**src/hw/mcs_cfg.svh**
```systemverilog
`ifndef MCS_CFG_SVH
`define MCS_CFG_SVH
// Register byte offsets
`define MCS_ADDR_CYCLE 4'h0
`define MCS_ADDR_SHIFT 4'h4
`define MCS_ADDR_STATUS 4'h8
`define MCS_ADDR_RESULT 4'hC
// Cycle configuration word fields
`define MCS_CNT_HI 9
`define MCS_CNT_LO 7
`define MCS_T2E_BIT 10
`define MCS_T1E_BIT 11
`define MCS_ORDER_BIT 12
`define MCS_RES_HI 16
`define MCS_RES_LO 13
`define MCS_T1SRC_HI 18
`define MCS_T1SRC_LO 17
`define MCS_T2SRC_HI 20
`define MCS_T2SRC_LO 19
`define MCS_CYCLE_RST 32'h0000_3C00
`define MCS_SHIFT_RST 6'h00
// Shift code limits
`define MCS_SHIFT_MAX 6'h1F
`define MCS_SHIFT_MIN 6'h21
// Resolution limits per converter order
`define MCS_RES1_MIN 4'h9
`define MCS_RES1_MAX 4'hE
`define MCS_RES2_MIN 4'hB
`define MCS_RES2_MAX 4'hF
`endif

```
**src/hw/mcs_pkg.sv**
```systemverilog
package mcs_pkg;
	typedef enum logic [2:0] {
		MCS_SRC_BRIDGE,
		MCS_SRC_ZERO,
		MCS_SRC_DIODE,
		MCS_SRC_BRRES,
		MCS_SRC_THERM,
		MCS_SRC_CMV
	} mcs_src_type;
	typedef enum logic [3:0] {
		MCS_SL_ST_BR,
		MCS_SL_ST_AZ,
		MCS_SL_ST_T1,
		MCS_SL_ST_T1AZ,
		MCS_SL_T1AZ,
		MCS_SL_T1,
		MCS_SL_BRAZ,
		MCS_SL_T2AZ,
		MCS_SL_T2,
		MCS_SL_CMV
	} mcs_slot_type;
endpackage : mcs_pkg

```
**src/hw/mcs_sequencer.sv**
```systemverilog
// Local design decisions: the Avalon-MM interface to the registers and the register offsets.
`timescale 1ns/100ps
`include "mcs_cfg.svh"
// What this block does
// - Bits 9:7 give bridge count 1..128
// - Clearing second temperature enable drops T2 slots
// - Start routine: bridge and bridge auto-zero
// - Start routine measures T1 when enabled
// - Fixed slot order, n bridges before each regular slot
// - Auto-zero slots short the front-end input
// - Mux picks configured temperature or bridge source
// - Six-bit shift drives signed step code
// - Shift code limited to plus/minus 31
// - Fine offset left to correction controller
// - Order selects its own resolution set
module mcs_sequencer
	import mcs_pkg::*;
(
	// Clock and reset
	input wire logic mclk_i,
	input wire logic resetn_i,
	// Avalon-MM slave
	input wire logic [3:0] avs_address_i,
	input wire logic avs_read_i,
	input wire logic avs_write_i,
	input wire logic [31:0] avs_writedata_i,
	output logic [31:0] avs_readdata_o,
	output logic avs_waitrequest_o,
	// Converter handshake
	input wire logic conv_done_i,
	input wire logic [15:0] conv_data_i,
	output logic conv_start_o,
	output logic conv_order_o,
	output logic [3:0] conv_res_o,
	// Analog front end
	output mcs_src_type mux_sel_o,
	output logic input_short_o,
	output logic [5:0] zero_shift_code_o,
	// Correction controller
	output logic [15:0] corr_data_o,
	output mcs_slot_type corr_slot_o,
	output logic corr_valid_o
);
	typedef enum logic [1:0] {
		MCS_ST_ISSUE,
		MCS_ST_WAIT
	} mcs_state_type;

	logic [31:0] cycle_config_word_ff;
	logic [5:0] coarse_zero_shift_ff;
	mcs_state_type state_ff;
	mcs_slot_type slot_ff;
	mcs_slot_type nxt_slot;
	logic in_bridge_ff;
	logic [7:0] br_cnt_ff;
	logic [7:0] n_minus1;
	logic [7:0] grp_last_ff;
	logic second_temp_enable;
	logic main_temp_enable;
	logic [15:0] last_data_ff;
	logic rd_ack_ff;
	logic res_bad;
	logic [5:0] wr_shift;

	assign second_temp_enable = cycle_config_word_ff[`MCS_T2E_BIT];
	assign main_temp_enable = cycle_config_word_ff[`MCS_T1E_BIT];
	assign n_minus1 = 8'((9'h001 << cycle_config_word_ff[`MCS_CNT_HI:`MCS_CNT_LO]) - 9'h001);
	assign wr_shift = avs_writedata_i[5:0];

	// ----------------------------------------------------------------
	// Register bus
	// ----------------------------------------------------------------
	// Writes complete at once; reads take one wait cycle for registered data
	assign avs_waitrequest_o = avs_read_i && !rd_ack_ff;

	always_ff @(posedge mclk_i)
	begin
		if (!resetn_i)
			rd_ack_ff <= 1'b0;
		else
			rd_ack_ff <= avs_read_i && !rd_ack_ff;
	end

	always_ff @(posedge mclk_i)
	begin
		if (!resetn_i)
			avs_readdata_o <= 32'h0000_0000;
		else if (avs_read_i && !rd_ack_ff)
		begin
			unique case (avs_address_i)
				`MCS_ADDR_CYCLE: avs_readdata_o <= cycle_config_word_ff;
				`MCS_ADDR_SHIFT: avs_readdata_o <= {26'h0, coarse_zero_shift_ff};
				`MCS_ADDR_STATUS: avs_readdata_o <= {23'h0, res_bad, in_bridge_ff,
					3'(mux_sel_o), 4'(slot_ff)};
				`MCS_ADDR_RESULT: avs_readdata_o <= {16'h0, last_data_ff};
				default: avs_readdata_o <= 32'h0000_0000;
			endcase
		end
	end

	always_ff @(posedge mclk_i)
	begin
		if (!resetn_i)
			cycle_config_word_ff <= `MCS_CYCLE_RST;
		else if (avs_write_i && avs_address_i == `MCS_ADDR_CYCLE)
			cycle_config_word_ff <= {11'h0, avs_writedata_i[20:0]};
	end

	// Code 100000 (minus 32) is outside the range and is refused
	always_ff @(posedge mclk_i)
	begin
		if (!resetn_i)
			coarse_zero_shift_ff <= `MCS_SHIFT_RST;
		else if (avs_write_i && avs_address_i == `MCS_ADDR_SHIFT && wr_shift != 6'h20)
			coarse_zero_shift_ff <= wr_shift;
	end

	assign zero_shift_code_o = coarse_zero_shift_ff;

	// ----------------------------------------------------------------
	// Converter settings
	// ----------------------------------------------------------------
	mcs_conv_gate mcs_conv_gate_i (
		.mclk_i(mclk_i),
		.resetn_i(resetn_i),
		.order_i(cycle_config_word_ff[`MCS_ORDER_BIT]),
		.res_i(cycle_config_word_ff[`MCS_RES_HI:`MCS_RES_LO]),
		.order_o(conv_order_o),
		.res_o(conv_res_o),
		.res_bad_o(res_bad)
	);

	// ----------------------------------------------------------------
	// Slot sequencing
	// ----------------------------------------------------------------
	always_comb
	begin
		unique case (slot_ff)
			MCS_SL_ST_BR: nxt_slot = MCS_SL_ST_AZ;
			MCS_SL_ST_AZ: nxt_slot = main_temp_enable ? MCS_SL_ST_T1 : MCS_SL_T1AZ;
			MCS_SL_ST_T1: nxt_slot = MCS_SL_ST_T1AZ;
			MCS_SL_ST_T1AZ: nxt_slot = MCS_SL_T1AZ;
			MCS_SL_T1AZ: nxt_slot = MCS_SL_T1;
			MCS_SL_T1: nxt_slot = MCS_SL_BRAZ;
			MCS_SL_BRAZ: nxt_slot = second_temp_enable ? MCS_SL_T2AZ : MCS_SL_CMV;
			MCS_SL_T2AZ: nxt_slot = MCS_SL_T2;
			MCS_SL_T2: nxt_slot = MCS_SL_CMV;
			MCS_SL_CMV: nxt_slot = MCS_SL_T1AZ;
			default: nxt_slot = MCS_SL_ST_BR;
		endcase
	end

	// Regular slots are preceded by n bridge conversions; start slots are not
	// Group length is latched at its start so a smaller n written mid-group cannot strand the count
	always_ff @(posedge mclk_i)
	begin
		if (!resetn_i)
		begin
			state_ff <= MCS_ST_ISSUE;
			slot_ff <= MCS_SL_ST_BR;
			in_bridge_ff <= 1'b0;
			br_cnt_ff <= 8'h00;
			grp_last_ff <= 8'h00;
		end
		else
		begin
			unique case (state_ff)
				MCS_ST_ISSUE: state_ff <= MCS_ST_WAIT;
				MCS_ST_WAIT:
				begin
					if (conv_done_i)
					begin
						state_ff <= MCS_ST_ISSUE;
						if (in_bridge_ff)
						begin
							if (br_cnt_ff == grp_last_ff)
							begin
								in_bridge_ff <= 1'b0;
								br_cnt_ff <= 8'h00;
							end
							else
								br_cnt_ff <= br_cnt_ff + 8'h01;
						end
						else
						begin
							slot_ff <= nxt_slot;
							in_bridge_ff <= (nxt_slot >= MCS_SL_T1AZ);
							grp_last_ff <= n_minus1;
						end
					end
				end
			endcase
		end
	end

	assign conv_start_o = (state_ff == MCS_ST_ISSUE);

	// ----------------------------------------------------------------
	// Multiplexer select
	// ----------------------------------------------------------------
	always_ff @(posedge mclk_i)
	begin
		if (!resetn_i)
		begin
			mux_sel_o <= MCS_SRC_BRIDGE;
			input_short_o <= 1'b0;
		end
		else if (in_bridge_ff)
		begin
			mux_sel_o <= MCS_SRC_BRIDGE;
			input_short_o <= 1'b0;
		end
		else
		begin
			unique case (slot_ff)
				MCS_SL_ST_AZ, MCS_SL_ST_T1AZ, MCS_SL_T1AZ, MCS_SL_BRAZ, MCS_SL_T2AZ:
				begin
					mux_sel_o <= MCS_SRC_ZERO;
					input_short_o <= 1'b1;
				end
				MCS_SL_ST_T1, MCS_SL_T1:
				begin
					mux_sel_o <= mcs_src_type'(3'h2 +
						3'(cycle_config_word_ff[`MCS_T1SRC_HI:`MCS_T1SRC_LO] % 3));
					input_short_o <= 1'b0;
				end
				MCS_SL_T2:
				begin
					mux_sel_o <= mcs_src_type'(3'h2 +
						3'(cycle_config_word_ff[`MCS_T2SRC_HI:`MCS_T2SRC_LO] % 3));
					input_short_o <= 1'b0;
				end
				MCS_SL_CMV:
				begin
					mux_sel_o <= MCS_SRC_CMV;
					input_short_o <= 1'b0;
				end
				default:
				begin
					mux_sel_o <= MCS_SRC_BRIDGE;
					input_short_o <= 1'b0;
				end
			endcase
		end
	end

	// ----------------------------------------------------------------
	// Results to the correction controller
	// ----------------------------------------------------------------
	// Raw values pass on untouched; fine offset removal happens downstream
	always_ff @(posedge mclk_i)
	begin
		if (!resetn_i)
		begin
			corr_data_o <= 16'h0000;
			corr_slot_o <= MCS_SL_ST_BR;
			corr_valid_o <= 1'b0;
			last_data_ff <= 16'h0000;
		end
		else
		begin
			corr_valid_o <= (state_ff == MCS_ST_WAIT) && conv_done_i;
			if ((state_ff == MCS_ST_WAIT) && conv_done_i)
			begin
				corr_data_o <= conv_data_i;
				corr_slot_o <= in_bridge_ff ? MCS_SL_ST_BR : slot_ff;
				last_data_ff <= conv_data_i;
			end
		end
	end

	// ----------------------------------------------------------------
	// Checks
	// ----------------------------------------------------------------
	property p_short_on_az;
		@(posedge mclk_i) disable iff (!resetn_i)
		(state_ff == MCS_ST_WAIT && !in_bridge_ff && slot_ff == MCS_SL_BRAZ)
			|-> ##1 input_short_o;
	endproperty
	a_short_on_az: assert property (p_short_on_az) else $error("no short on auto-zero");

	property p_t2_skip;
		@(posedge mclk_i) disable iff (!resetn_i)
		(!$past(second_temp_enable) && $past(slot_ff) == MCS_SL_BRAZ && $changed(slot_ff))
			|-> slot_ff == MCS_SL_CMV;
	endproperty
	a_t2_skip: assert property (p_t2_skip) else $error("T2 slot while disabled");

	property p_wrap;
		@(posedge mclk_i) disable iff (!resetn_i)
		($past(slot_ff) == MCS_SL_CMV && slot_ff != MCS_SL_CMV) |-> slot_ff == MCS_SL_T1AZ;
	endproperty
	a_wrap: assert property (p_wrap) else $error("cycle did not wrap");

	property p_count;
		@(posedge mclk_i) disable iff (!resetn_i)
		in_bridge_ff |-> br_cnt_ff <= grp_last_ff;
	endproperty
	a_count: assert property (p_count) else $error("bridge count overrun");

	property p_shift_range;
		@(posedge mclk_i) disable iff (!resetn_i)
		zero_shift_code_o != 6'h20;
	endproperty
	a_shift_range: assert property (p_shift_range) else $error("shift out of range");

	property p_shift_write;
		@(posedge mclk_i) disable iff (!resetn_i)
		(avs_write_i && avs_address_i == `MCS_ADDR_SHIFT && avs_writedata_i[5:0] != 6'h20)
			|=> zero_shift_code_o == $past(avs_writedata_i[5:0]);
	endproperty
	a_shift_write: assert property (p_shift_write) else $error("shift not stored");

	property p_start_order;
		@(posedge mclk_i) disable iff (!resetn_i)
		($past(slot_ff) == MCS_SL_ST_BR && slot_ff != MCS_SL_ST_BR) |-> slot_ff == MCS_SL_ST_AZ;
	endproperty
	a_start_order: assert property (p_start_order) else $error("start order wrong");

	property p_t1_start;
		@(posedge mclk_i) disable iff (!resetn_i)
		($changed(slot_ff) && slot_ff == MCS_SL_ST_T1) |-> $past(main_temp_enable);
	endproperty
	a_t1_start: assert property (p_t1_start) else $error("T1 start while disabled");

	property p_result;
		@(posedge mclk_i) disable iff (!resetn_i)
		(state_ff == MCS_ST_WAIT && conv_done_i) |=> corr_valid_o && corr_data_o == $past(conv_data_i);
	endproperty
	a_result: assert property (p_result) else $error("result not forwarded");

	c_cmv: cover property (@(posedge mclk_i) slot_ff == MCS_SL_CMV);
	c_t2: cover property (@(posedge mclk_i) slot_ff == MCS_SL_T2);
	c_wrap: cover property (@(posedge mclk_i) $past(slot_ff) == MCS_SL_CMV && slot_ff == MCS_SL_T1AZ);
	c_no_t1: cover property (@(posedge mclk_i) $past(slot_ff) == MCS_SL_ST_AZ && slot_ff == MCS_SL_T1AZ);
endmodule : mcs_sequencer

```
**src/hw/mcs_conv_gate.sv**
```systemverilog
`timescale 1ns/100ps
`include "mcs_cfg.svh"
// Checks resolution against the converter order and holds the accepted settings
module mcs_conv_gate
	import mcs_pkg::*;
(
	// Clock and reset
	input wire logic mclk_i,
	input wire logic resetn_i,
	// Requested settings
	input wire logic order_i,
	input wire logic [3:0] res_i,
	// Accepted settings
	output logic order_o,
	output logic [3:0] res_o,
	output logic res_bad_o
);
	logic ok;

	always_comb
	begin
		if (order_i)
			ok = (res_i >= `MCS_RES2_MIN) && (res_i <= `MCS_RES2_MAX);
		else
			ok = (res_i >= `MCS_RES1_MIN) && (res_i <= `MCS_RES1_MAX);
	end

	// Illegal pairs keep the last good setting so the converter never sees one
	always_ff @(posedge mclk_i)
	begin
		if (!resetn_i)
		begin
			order_o <= 1'b0;
			res_o <= `MCS_RES1_MIN;
			res_bad_o <= 1'b0;
		end
		else
		begin
			res_bad_o <= !ok;
			if (ok)
			begin
				order_o <= order_i;
				res_o <= res_i;
			end
		end
	end
endmodule : mcs_conv_gate

```
**config.mk**
```make
export PLATFORM = sky130hd
export DESIGN_NAME = mcs_sequencer
export DESIGN_NICKNAME = d
export VERILOG_FILES = /design/src/hw/mcs_pkg.sv /design/src/hw/mcs_sequencer.sv /design/src/hw/mcs_conv_gate.sv
export VERILOG_INCLUDE_DIRS = /design/src /design/src/hw
export SDC_FILE = /design/constraint.sdc
export NUM_CORES = 1
export LEC_CHECK = 0
export CORE_MARGIN = 2
export CORE_UTILIZATION = 45
export DETAILED_ROUTE_END_ITERATION = 8
export DONT_BUFFER_PORTS = 1
export GPL_ROUTABILITY_DRIVEN = 0
export SKIP_LAST_GASP = 1
export SLEW_MARGIN = 25
export SYNTH_ARGS = -nofsm -noshare
export SYNTH_HDL_FRONTEND = slang
export SYNTH_SLANG_ARGS = --single-unit
```
**constraint.sdc**
```tcl
create_clock -name mclk_i -period 2.1 [get_ports mclk_i]
set_input_delay 0.42 -clock mclk_i [delete_from_list [all_inputs] [get_ports mclk_i]]
set_output_delay 0.42 -clock mclk_i [all_outputs]
set_load 0.05 [all_outputs]
```
**Word-level counts from Yosys, hierarchy flattened**

Index checks and enable logic that the tools add are counted.

- Shift operators: 1
- Order comparisons: 5
- Reductions and logical operators: 19
- Divide/modulo/power cells: 2
- Equality and inequality tests: 16
- Mux-type cells: 13
- Bitwise operators: 2
- $add $sub $neg: 4

Operators by type and width:

| cell | number |
|---|---|
| 21-bit one-hot mux with 4 select lines | 1 |
| 2-bit by 2-bit modulo with 32-bit output, second input constant | 2 |
| 4-bit one-hot mux with 9 select lines | 1 |
| 4-bit by 3-bit equality test with 1-bit output, second input constant | 5 |
| 4-bit equality test, second input constant | 4 |
| 3-bit one-hot mux with 4 select lines | 1 |
| 8-bit by 1-bit adder with 8-bit output, second input constant | 1 |
| 4-bit by 2-bit equality test with 1-bit output, second input constant | 2 |
| 8-bit equality test | 1 |
| 4-bit greater-or-equal comparator, second input constant | 2 |
| 4-bit <= comparator, second input constant | 2 |
| 4-bit logical NOT | 2 |
| 4-bit two-way mux | 2 |
| 8-bit two-way mux | 1 |
| 1-bit by 3-bit << shifter with 8-bit output, first input constant | 1 |
| 8-bit by 1-bit subtractor with 8-bit output, second input constant | 1 |
| 1-bit logical AND | 7 |
| 2-bit by 3-bit adder with 3-bit output, first input constant | 2 |
| 6-bit inequality test, second input constant | 1 |
| 3-bit AND reduction | 2 |
| 2-bit OR reduction | 3 |
| 5-bit OR reduction | 1 |
| 4-bit by 1-bit equality test with 1-bit output, second input constant | 1 |
| 4-bit by 3-bit greater-or-equal comparator with 1-bit output, second input constant | 1 |
| other kinds (10) | 15 |

- Word-level logic and storage cells: 79
- Bits in registers: 114
- Output and inout bits: 70
- Input port bits: 57

**Depth between registers and ports, before layout**

Gate-level depths: netlist of run 1.

- Word-level depth: 5
- Mapped depth: 5
- Depth with buffers taken out: 5

**Modules after synthesis**

A second synthesis of run 1 with hierarchy kept.

- Cells, all modules: 537
- Area total of the unflattened synthesis: 4596.9 µm²

By module, submodules not included:

| module | instances | cells each | area an instance (µm²) | sequential area each (µm²) |
|---|---|---|---|---|
| mcs_sequencer | 1 | 498 | 4254.1 | 1921.8 |
| mcs_conv_gate | 1 | 39 | 342.8 | 120.1 |

**Least setup slack after synthesis of run 1**

Ideal clock, no wire load.

- Path type: input to register
- From: input avs_address_i[1]
- To: register cycle_config_word_ff[10]
- Path buffers: 1
- Stages: 5
- Library setup time: 0.136 ns
- Data required time: 1.964 ns
- Setup slack: 0.523 ns
- Arrival: 1.441 ns
- Cells stage by stage: or3b_4 > or3_4 > buf_6 > nand2_1 > nand3_1

- Longest elaborated chain between the ends: 2

RTL lines:

| what | RTL line | source |
|---|---|---|
| from (decl) | mcs_sequencer.sv:23 | `input wire logic [3:0] avs_address_i,` |
| 4-bit logical NOT | - |  |
| 1-bit logical AND (no line) | - |  |
| to (signal assigned) | mcs_sequencer.sv:104 | `` cycle_config_word_ff <= `MCS_CYCLE_RST; `` |
| to (signal assigned) | mcs_sequencer.sv:106 | `cycle_config_word_ff <= {11'h0, avs_writedata_i[20:0]};` |
| to (decl) | mcs_sequencer.sv:49 | `logic [31:0] cycle_config_word_ff;` |

Every way passes these cells.
A chain may end at the register's enable or synchronous reset.

**Worst setup path in the final report of run 1**

- From: register rd_ack_ff
- To: output avs_waitrequest_o

- Longest elaborated chain between the ends: 2

RTL lines:

| what | RTL line | source |
|---|---|---|
| from (decl) | mcs_sequencer.sv:61 | `logic rd_ack_ff;` |
| from (signal assigned) | mcs_sequencer.sv:81 | `rd_ack_ff <= avs_read_i && !rd_ack_ff;` |
| 1-bit logical NOT | mcs_sequencer.sv:74 | `assign avs_waitrequest_o = avs_read_i && !rd_ack_ff;` |
| 1-bit logical AND | mcs_sequencer.sv:74 |  |
| to (decl) | mcs_sequencer.sv:28 | `output logic avs_waitrequest_o,` |

Every way passes these cells.

==> results of run 1 <==
[cell type report]
cell class	count	area (sq um)
Fill cell	908	4660
Multi-Input combinational cell	360	2080
Sequential cell	102	2040
Tap cell	129	161
Clock buffer	10	138
Timing Repair Buffer	12	115
Clock inverter	6	58.8
Inverter	8	30.0
[cells in the final DEF, fill, tap and decap left out, types with 3 or more instances in the layout]
| cell type | count |
|---|---|
| nor2_1 | 54 |
| and2_1 | 4 |
| xor2_1 | 3 |
| nand4_1 | 6 |
| nor3b_1 | 5 |
| o211ai_1 | 3 |
| nand3b_1 | 6 |
| nor3_1 | 7 |
| a22oi_1 | 23 |
| mux4_2 | 6 |
| nand2_1 | 91 |
| nor4b_1 | 3 |
| o2bb2ai_1 | 3 |
| o21ai_0 | 8 |
| dfxtp_1 | 102 |
| xnor2_1 | 11 |
| conb_1 | 11 |
| inv_1 | 7 |
| clkbuf_8 | 10 |
| nand3_1 | 13 |
| clkinv_2 | 4 |
| a22o_1 | 7 |
| buf_4 | 10 |
| a21oi_1 | 52 |
| nand2b_1 | 6 |
| mux2i_1 | 8 |
[registers in the layout (all words and copies together), names as in the netlist, 3 cells and up]
signal,cells
avs_readdata_o,21
cycle_config_word_ff,21
last_data_ff,16
br_cnt_ff,8
grp_last_ff,8
zero_shift_code_o,6
corr_slot_o,4
mcs_conv_gate_i.res_o,4
slot_ff,4
mux_sel_o,3
[where the power goes]
group / switching [uW] / leakage, uW / internal (uW)
Clock: 657 / 0.000106 / 580
Combinational: 179 / 0.000652 / 84.8
Sequential: 117 / 0.000826 / 1970
Total: 954 / 0.00158 / 2630
[per-layer routing]
metal / global-route usage / vias up / routed length [microns]
li1: - / 1700 / -
met1: 0.262 / 1561 / 4650
met2: 0.336 / 92 / 5090
met3: 0.0650 / 9 / 614
met4: 0.0533 / 0 / 105
met5: 0 / - / 0
[final timing paths]
| kind | start | to | cells past startpoint |
|---|---|---|---|
| setup reg to reg | slot_ff[0] | mux_sel_o[0] | 4 |
| setup / recovery | rd_ack_ff | avs_waitrequest_o | 3 |
| hold / removal | resetn_i | cycle_config_word_ff[12] | 1 |
| hold reg to reg | cycle_config_word_ff[1] | cycle_config_word_ff[1] | 2 |
[cell families after synthesis]
| logic type | after synthesis | share of synthesized area |
|---|---|---|
| and+or+nand+nor | 209 | 0.224 |
| AOI/OAI and AO/OA | 111 | 0.165 |
| DFF | 102 | 0.470 |
| buffers and inverters | 52 | 0.0602 |
| xor gates and xnor gates | 14 | 0.0282 |
| muxes | 14 | 0.0496 |
| adders and majority gates | 1 | 0.00288 |
| other | 1 | 0.000863 |
[stage by stage]
step	std cells	hold WS, ns	power [uW]	utilization	worst slack (ns)
detailed placement	611	0.447	2400	0.477	0.444
floorplan	514	0.432	2360	-	0.523
finish	627	0.128	3590	0.498	0.336
CTS	627	0.107	3630	0.498	0.310
global route	627	0.104	3750	0.498	0.223
global placement	611	0.442	2390	0.477	0.469
[critical path, cell delays in order, from the launching register on]
cell and delay, ns:
dfxtp_1 0.35, nand2b_1 0.35, inv_1 0.08, buf_4 0.20
==> summary.md, run 1 <==
| Metric | Value |
|---|---|
| Clock latency on the worst-skew pair | 0.36 ns |
| Worst-case clock buffer depth | 2 |
| CP startpoint kind | register |
| Worst Tran Pin Value | 0.674 ns |
| CTS Sinks | 102 |
| Width of the die | 102 microns |
| Most common cell in the netlist | dfxtp_1 |
| Ys Warns | 0 |
| Crit path kind | reg -> out |
| Result of the run | finished clean |
| I/O pins | 127 |
| Final net count | 551 |
| Routed WL per cell | 16.7 microns |
| RSZ-0062 raised after global routing | false |
| Detailed-route DRC error count | 0 |
| Final ANT Viol Nets | 0 |
| Final hold vios | 0 |
| 1st-pass router iterations | 4 |
| Input/output buffers | 0 |
| Cell area after synthesis | 4340 sq um |
| Crit Path Max Fanout | 8 |
| Final Cell Area | 4620 sq um |
| Cts repair resizes | 0 |
| Achievable frequency | 567 MHz |
| Rows | 35 |
| CTS tree | done |
| Starting Density | 0.468 |
| Initial drt markers | 193 |
| Final critical-path required period | 1.76 ns |
| EDFF count, synth | 0 |
| MaxCap Viol Count | 0 |
| Top cells by area, synth | dfxtp_1 47%, nand2_1 7.9%, a21oi_1 6.0% |
| CP endpoint kind | output pin |
| Register bit count reported by yosys | 102 |
| Synth area leader | dfxtp_1 |
| Synthesized area per cell | 8.62 sq um |
| HP Class | in -> reg |
| Finish-stage setup viols | 0 |
| Top FF cell, synth | dfxtp_1 |
| Total Wirelength | 10500 microns |
| Via count | 3362 |
| H-tree depth | 3 |
| Vias in the first global route | 3157 |
| FF-to-FF setup slack | 0.41 ns |
| First-pass GRT wire length | 16500 microns |
| VDD IR max | 0.000298 V |
| Hold buffers post-CTS | 0 |
| Post-synth top cells | 102 x dfxtp_1, 91 x nand2_1, 54 x nor2_1 |
| Vias per inst | 5.36 |
| DP HPWL | 7730 microns |
| Die Span Y | 102 microns |
| Die area | 10500 sq um |
| Synth cell types | 52 |
| Area grow syn2layout | 6.42% |
| Initial antenna violation count | 0 |
| Critical Path RT | 1.68 ns |
| Slew headroom | 0.549 |
| Share of flip-flops with an asynchronous set or reset | 0 |
| Synthesized netlist cell count | 504 |
| Reg clk slew, reported paths | 0.10 ns |
| Post-CTS Repair Setup Buffers | 0 |
| Largest net degree at the start of global routing | 32 |
| Total track usage | 0.205 |
| Antenna diode count | 0 |
| Clock root buffer | clkbuf_8 |
| Top cell type's share of synthesized area | 0.470 |
| DP Area | 4430 sq um |
| Clock skew | 0.0138 ns |
| Setup total negative slack | 0 ns |
| Power density cells | 776 nW/um^2 |
| Leakage | 0.00158 uW |
| Sequential fraction of the synthesis area | 0.470 |
| Layout cells sized above 1 | 0.0843 |
| Slew Viols, Final | 0 |
| Floorplan Core Area | 9280 sq um |
| CP arrival | 1.34 ns |
| GRT overflow | 0 |
| Fin crit share | 0.840 |
| Total CTS buffers | 9 |
Note: power is estimated with default switching activity, not from simulation.
==> run 2, diff against run 1 <==
- clock period: 2.1 -> 1.4 ns (I/O delays scaled with it)
==> run 2 against run 1 <==
  * Critical path depth up 1
  * Hold slack worse by 0.089 ns
  * Total power is 53% higher
  * Clock skew fell by 0.0021 ns
  * Non-clock buffer count up 78
  * Die area unchanged
  * Clock-buffer cell count grew 1
  * First-iteration DRC count shrank 19%
  * Design area is 14% higher
  * Wire length grew 7.1%
  * Register-to-register slack lost 0.38 ns
  * Sequential share of layout area decreased by 5.4 points
  * Critical endpoint is now mux_sel_o[0]
==> summary.md, run 2 (synthesis results as in run 1) <==
| Metric | Value |
|---|---|
| Result of the run | finished clean |
| Detailed-route DRC error count | 0 (unchanged) |
| Total track usage | 0.221 (+0.0166) |
| Leakage | 0.00200 uW (+26%) |
| CP arrival | 1.66 ns (+0.32 ns) |
| Setup total negative slack | 0 ns (unchanged) |
| Layout cells sized above 1 | 0.229 (+0.145) |
| Total CTS buffers | 9 (unchanged) |
| RSZ-0062 raised after global routing | true |
| Clock latency on the worst-skew pair | 0.36 ns (about the same) |
| Final ANT Viol Nets | 0 (unchanged) |
| Crit-path cells | or3b_2 -> a21oi_4 -> nand3b_1 -> a41oi_1 |
| Worst Hold End | last_data_ff[1] |
| CTS tree | done |
| FF-to-FF setup slack | 0.03 ns (-0.38 ns) |
| CTS Sinks | 102 (unchanged) |
| Die area | 10500 sq um (unchanged) |
| Routed WL per cell | 15.9 microns (-4.7%) |
| Slew headroom | 0.658 (+0.109) |
| Most common cell after layout, fill and taps aside | dfxtp_1 |
| Fin util | 0.569 (+0.0714) |
| Final critical-path required period | 1.37 ns |
| Levels on crit path | 4 (+1) |
| Input/output buffers | 0 (unchanged) |
| Final hold vios | 0 (unchanged) |
| Crit Path Max Fanout | 3 (-5) |
| VDD IR max | 0.000693 V (+130%) |
| Hold Startpoint | conv_data_i[1] |
| Starting Density | 0.468 (unchanged) |
| Clock skew | 0.0116 ns (-0.00213 ns) |
| Biggest regs | avs_readdata_o x21, cycle_config_word_ff x21, last_data_ff x16 |
| Buf/Inv on CP | 0 (-2) |
| R2r worst-path depth | 4 (unchanged) |
| Reg clk slew, reported paths | 0.10 ns (about the same) |
| Vias in the first global route | 3492 (+11%) |
| Dpl ws | -0.0946 ns (-0.539 ns) |
| H-tree depth | 3 (unchanged) |
| Crit path max-delay cell type | or3b_2 |
| Achievable frequency | 729 MHz |
| Initial antenna violation count | 0 (unchanged) |
| RR Startpoint | slot_ff[0] |
| MaxCap Viol Count | 0 (unchanged) |
| 1st-pass router iterations | 5 (+1) |
| Crit path kind | reg -> reg |
| Worst Tran Pin Value | 0.513 ns (-0.161 ns) |
| HP Class | in -> reg |
| Floorplan Core Area | 9280 sq um (unchanged) |
| Top Layer Used | met4 |
| Die Span Y | 102 microns (unchanged) |
| Slew Viols, Final | 0 (unchanged) |
| GRT overflow | 0 (unchanged) |
| Worst-case clock buffer depth | 2 (unchanged) |
| Area grow syn2layout | 21.7% |
| Detail Route met3 WL | 523 microns (-15%) |
| Initial drt markers | 157 (-19%) |
| CP startpoint kind | register |
| Largest net degree at the start of global routing | 44 (+38%) |
| Wl on met1 | 4960 microns (+6.7%) |
| Rows | 35 (unchanged) |
| Clock root buffer | clkbuf_8 |
| First-pass GRT wire length | 17900 microns (+8.5%) |
| Final net count | 629 (+14%) |
| Setup WS post-layout | 0.0281 ns (-0.308 ns) |
| Width of the die | 102 microns (unchanged) |
| CP endpoint kind | register |
| Total Wirelength | 11200 microns (+7.1%) |
| Finish-stage setup viols | 0 (unchanged) |
| Power density cells | 1040 nW/um^2 (+34%) |
| CP max stage delay | 0.50 ns (+0.15 ns) |
| WL met2 | 5550 microns (+8.9%) |
| I/O pins | 127 (unchanged) |
| Hold Crit Depth | 2 (+1) |
| Via count | 3741 (+11%) |
| Vias per inst | 5.31 (-1.0%) |
| Critical Path RT | 1.68 ns (about the same) |
| Antenna diode count | 0 (unchanged) |
| DP HPWL | 8280 microns (+7.1%) |
| Fin crit share | 0.980 |
| Worst r2r dst | mux_sel_o[0] |
| Commonest non-fill, non-tap cells in the layout | 97 x dfxtp_1, 90 x nand2_1, 83 x buf_4, 53 x nor2_1, 50 x a21oi_1 |
| CP top delay family | simple AND/OR/NAND/NOR gates |
[run 2: how the worst max path moves through the flow]
stage | endpoint | from
detailed placement | cycle_config_word_ff[13] | avs_address_i[1]
CTS | avs_waitrequest_o | rd_ack_ff
floorplan | cycle_config_word_ff[10] | avs_address_i[1]
global placement | cycle_config_word_ff[13] | avs_address_i[1]
global route | mux_sel_o[0] | slot_ff[0]
finish | mux_sel_o[0] | slot_ff[0]
[run 2: per-stage QoR]
| step | power (uW) | hold slack, ns | instance area, sq um | cells |
|---|---|---|---|---|
| after floorplan | 3540 | 0.404 | 4380 | 514 |
| after global placement | 3660 | 0.355 | 4990 | 684 |
| after detailed placement | 3670 | 0.357 | 4990 | 684 |
| after CTS | 5520 | 0.0184 | 5220 | 701 |
| after global routing | 5720 | 0.0164 | 5290 | 705 |
| final | 5500 | 0.0383 | 5290 | 705 |
[run 2: worst reg2reg max path: stages (launching register included)]
cell and delay [ns]:
dfxtp_2 0.33, or3b_2 0.50, a21oi_4 0.19, nand3b_1 0.09, a41oi_1 0.20
[run 2: area by class of cell]
cell class                 count  area [sq um]
fill                         867          4000
multi-input combinational    360          2120
sequential                   102          2050
timing repair buffer          90           727
tap                          129           161
clock buffer                  11           141
clock inverter                 5          56.3
inverter                       8          30.0
[run 2: what timing repair did]
item                                   in CTS  in global routing
hold buffers                                1                  0
buffers inserted                            0                  4
pin swaps                                   0                  3
setup endpoints to repair                   4                 18
resized for setup                           8                 12
endpoints found under the hold margin       5                  0
[run 2: metal layers]
metal  up-vias  GRT usage
met5         -          0
met1      1787      0.290
met3        12     0.0438
met4         0     0.0667
li1       1849          -
met2        93      0.371
[run 2: report_power, final]
part	switching, uW	internal [uW]	total [uW]
registers	59.9	2960	3020
logic	413	206	619
clock network	984	877	1860
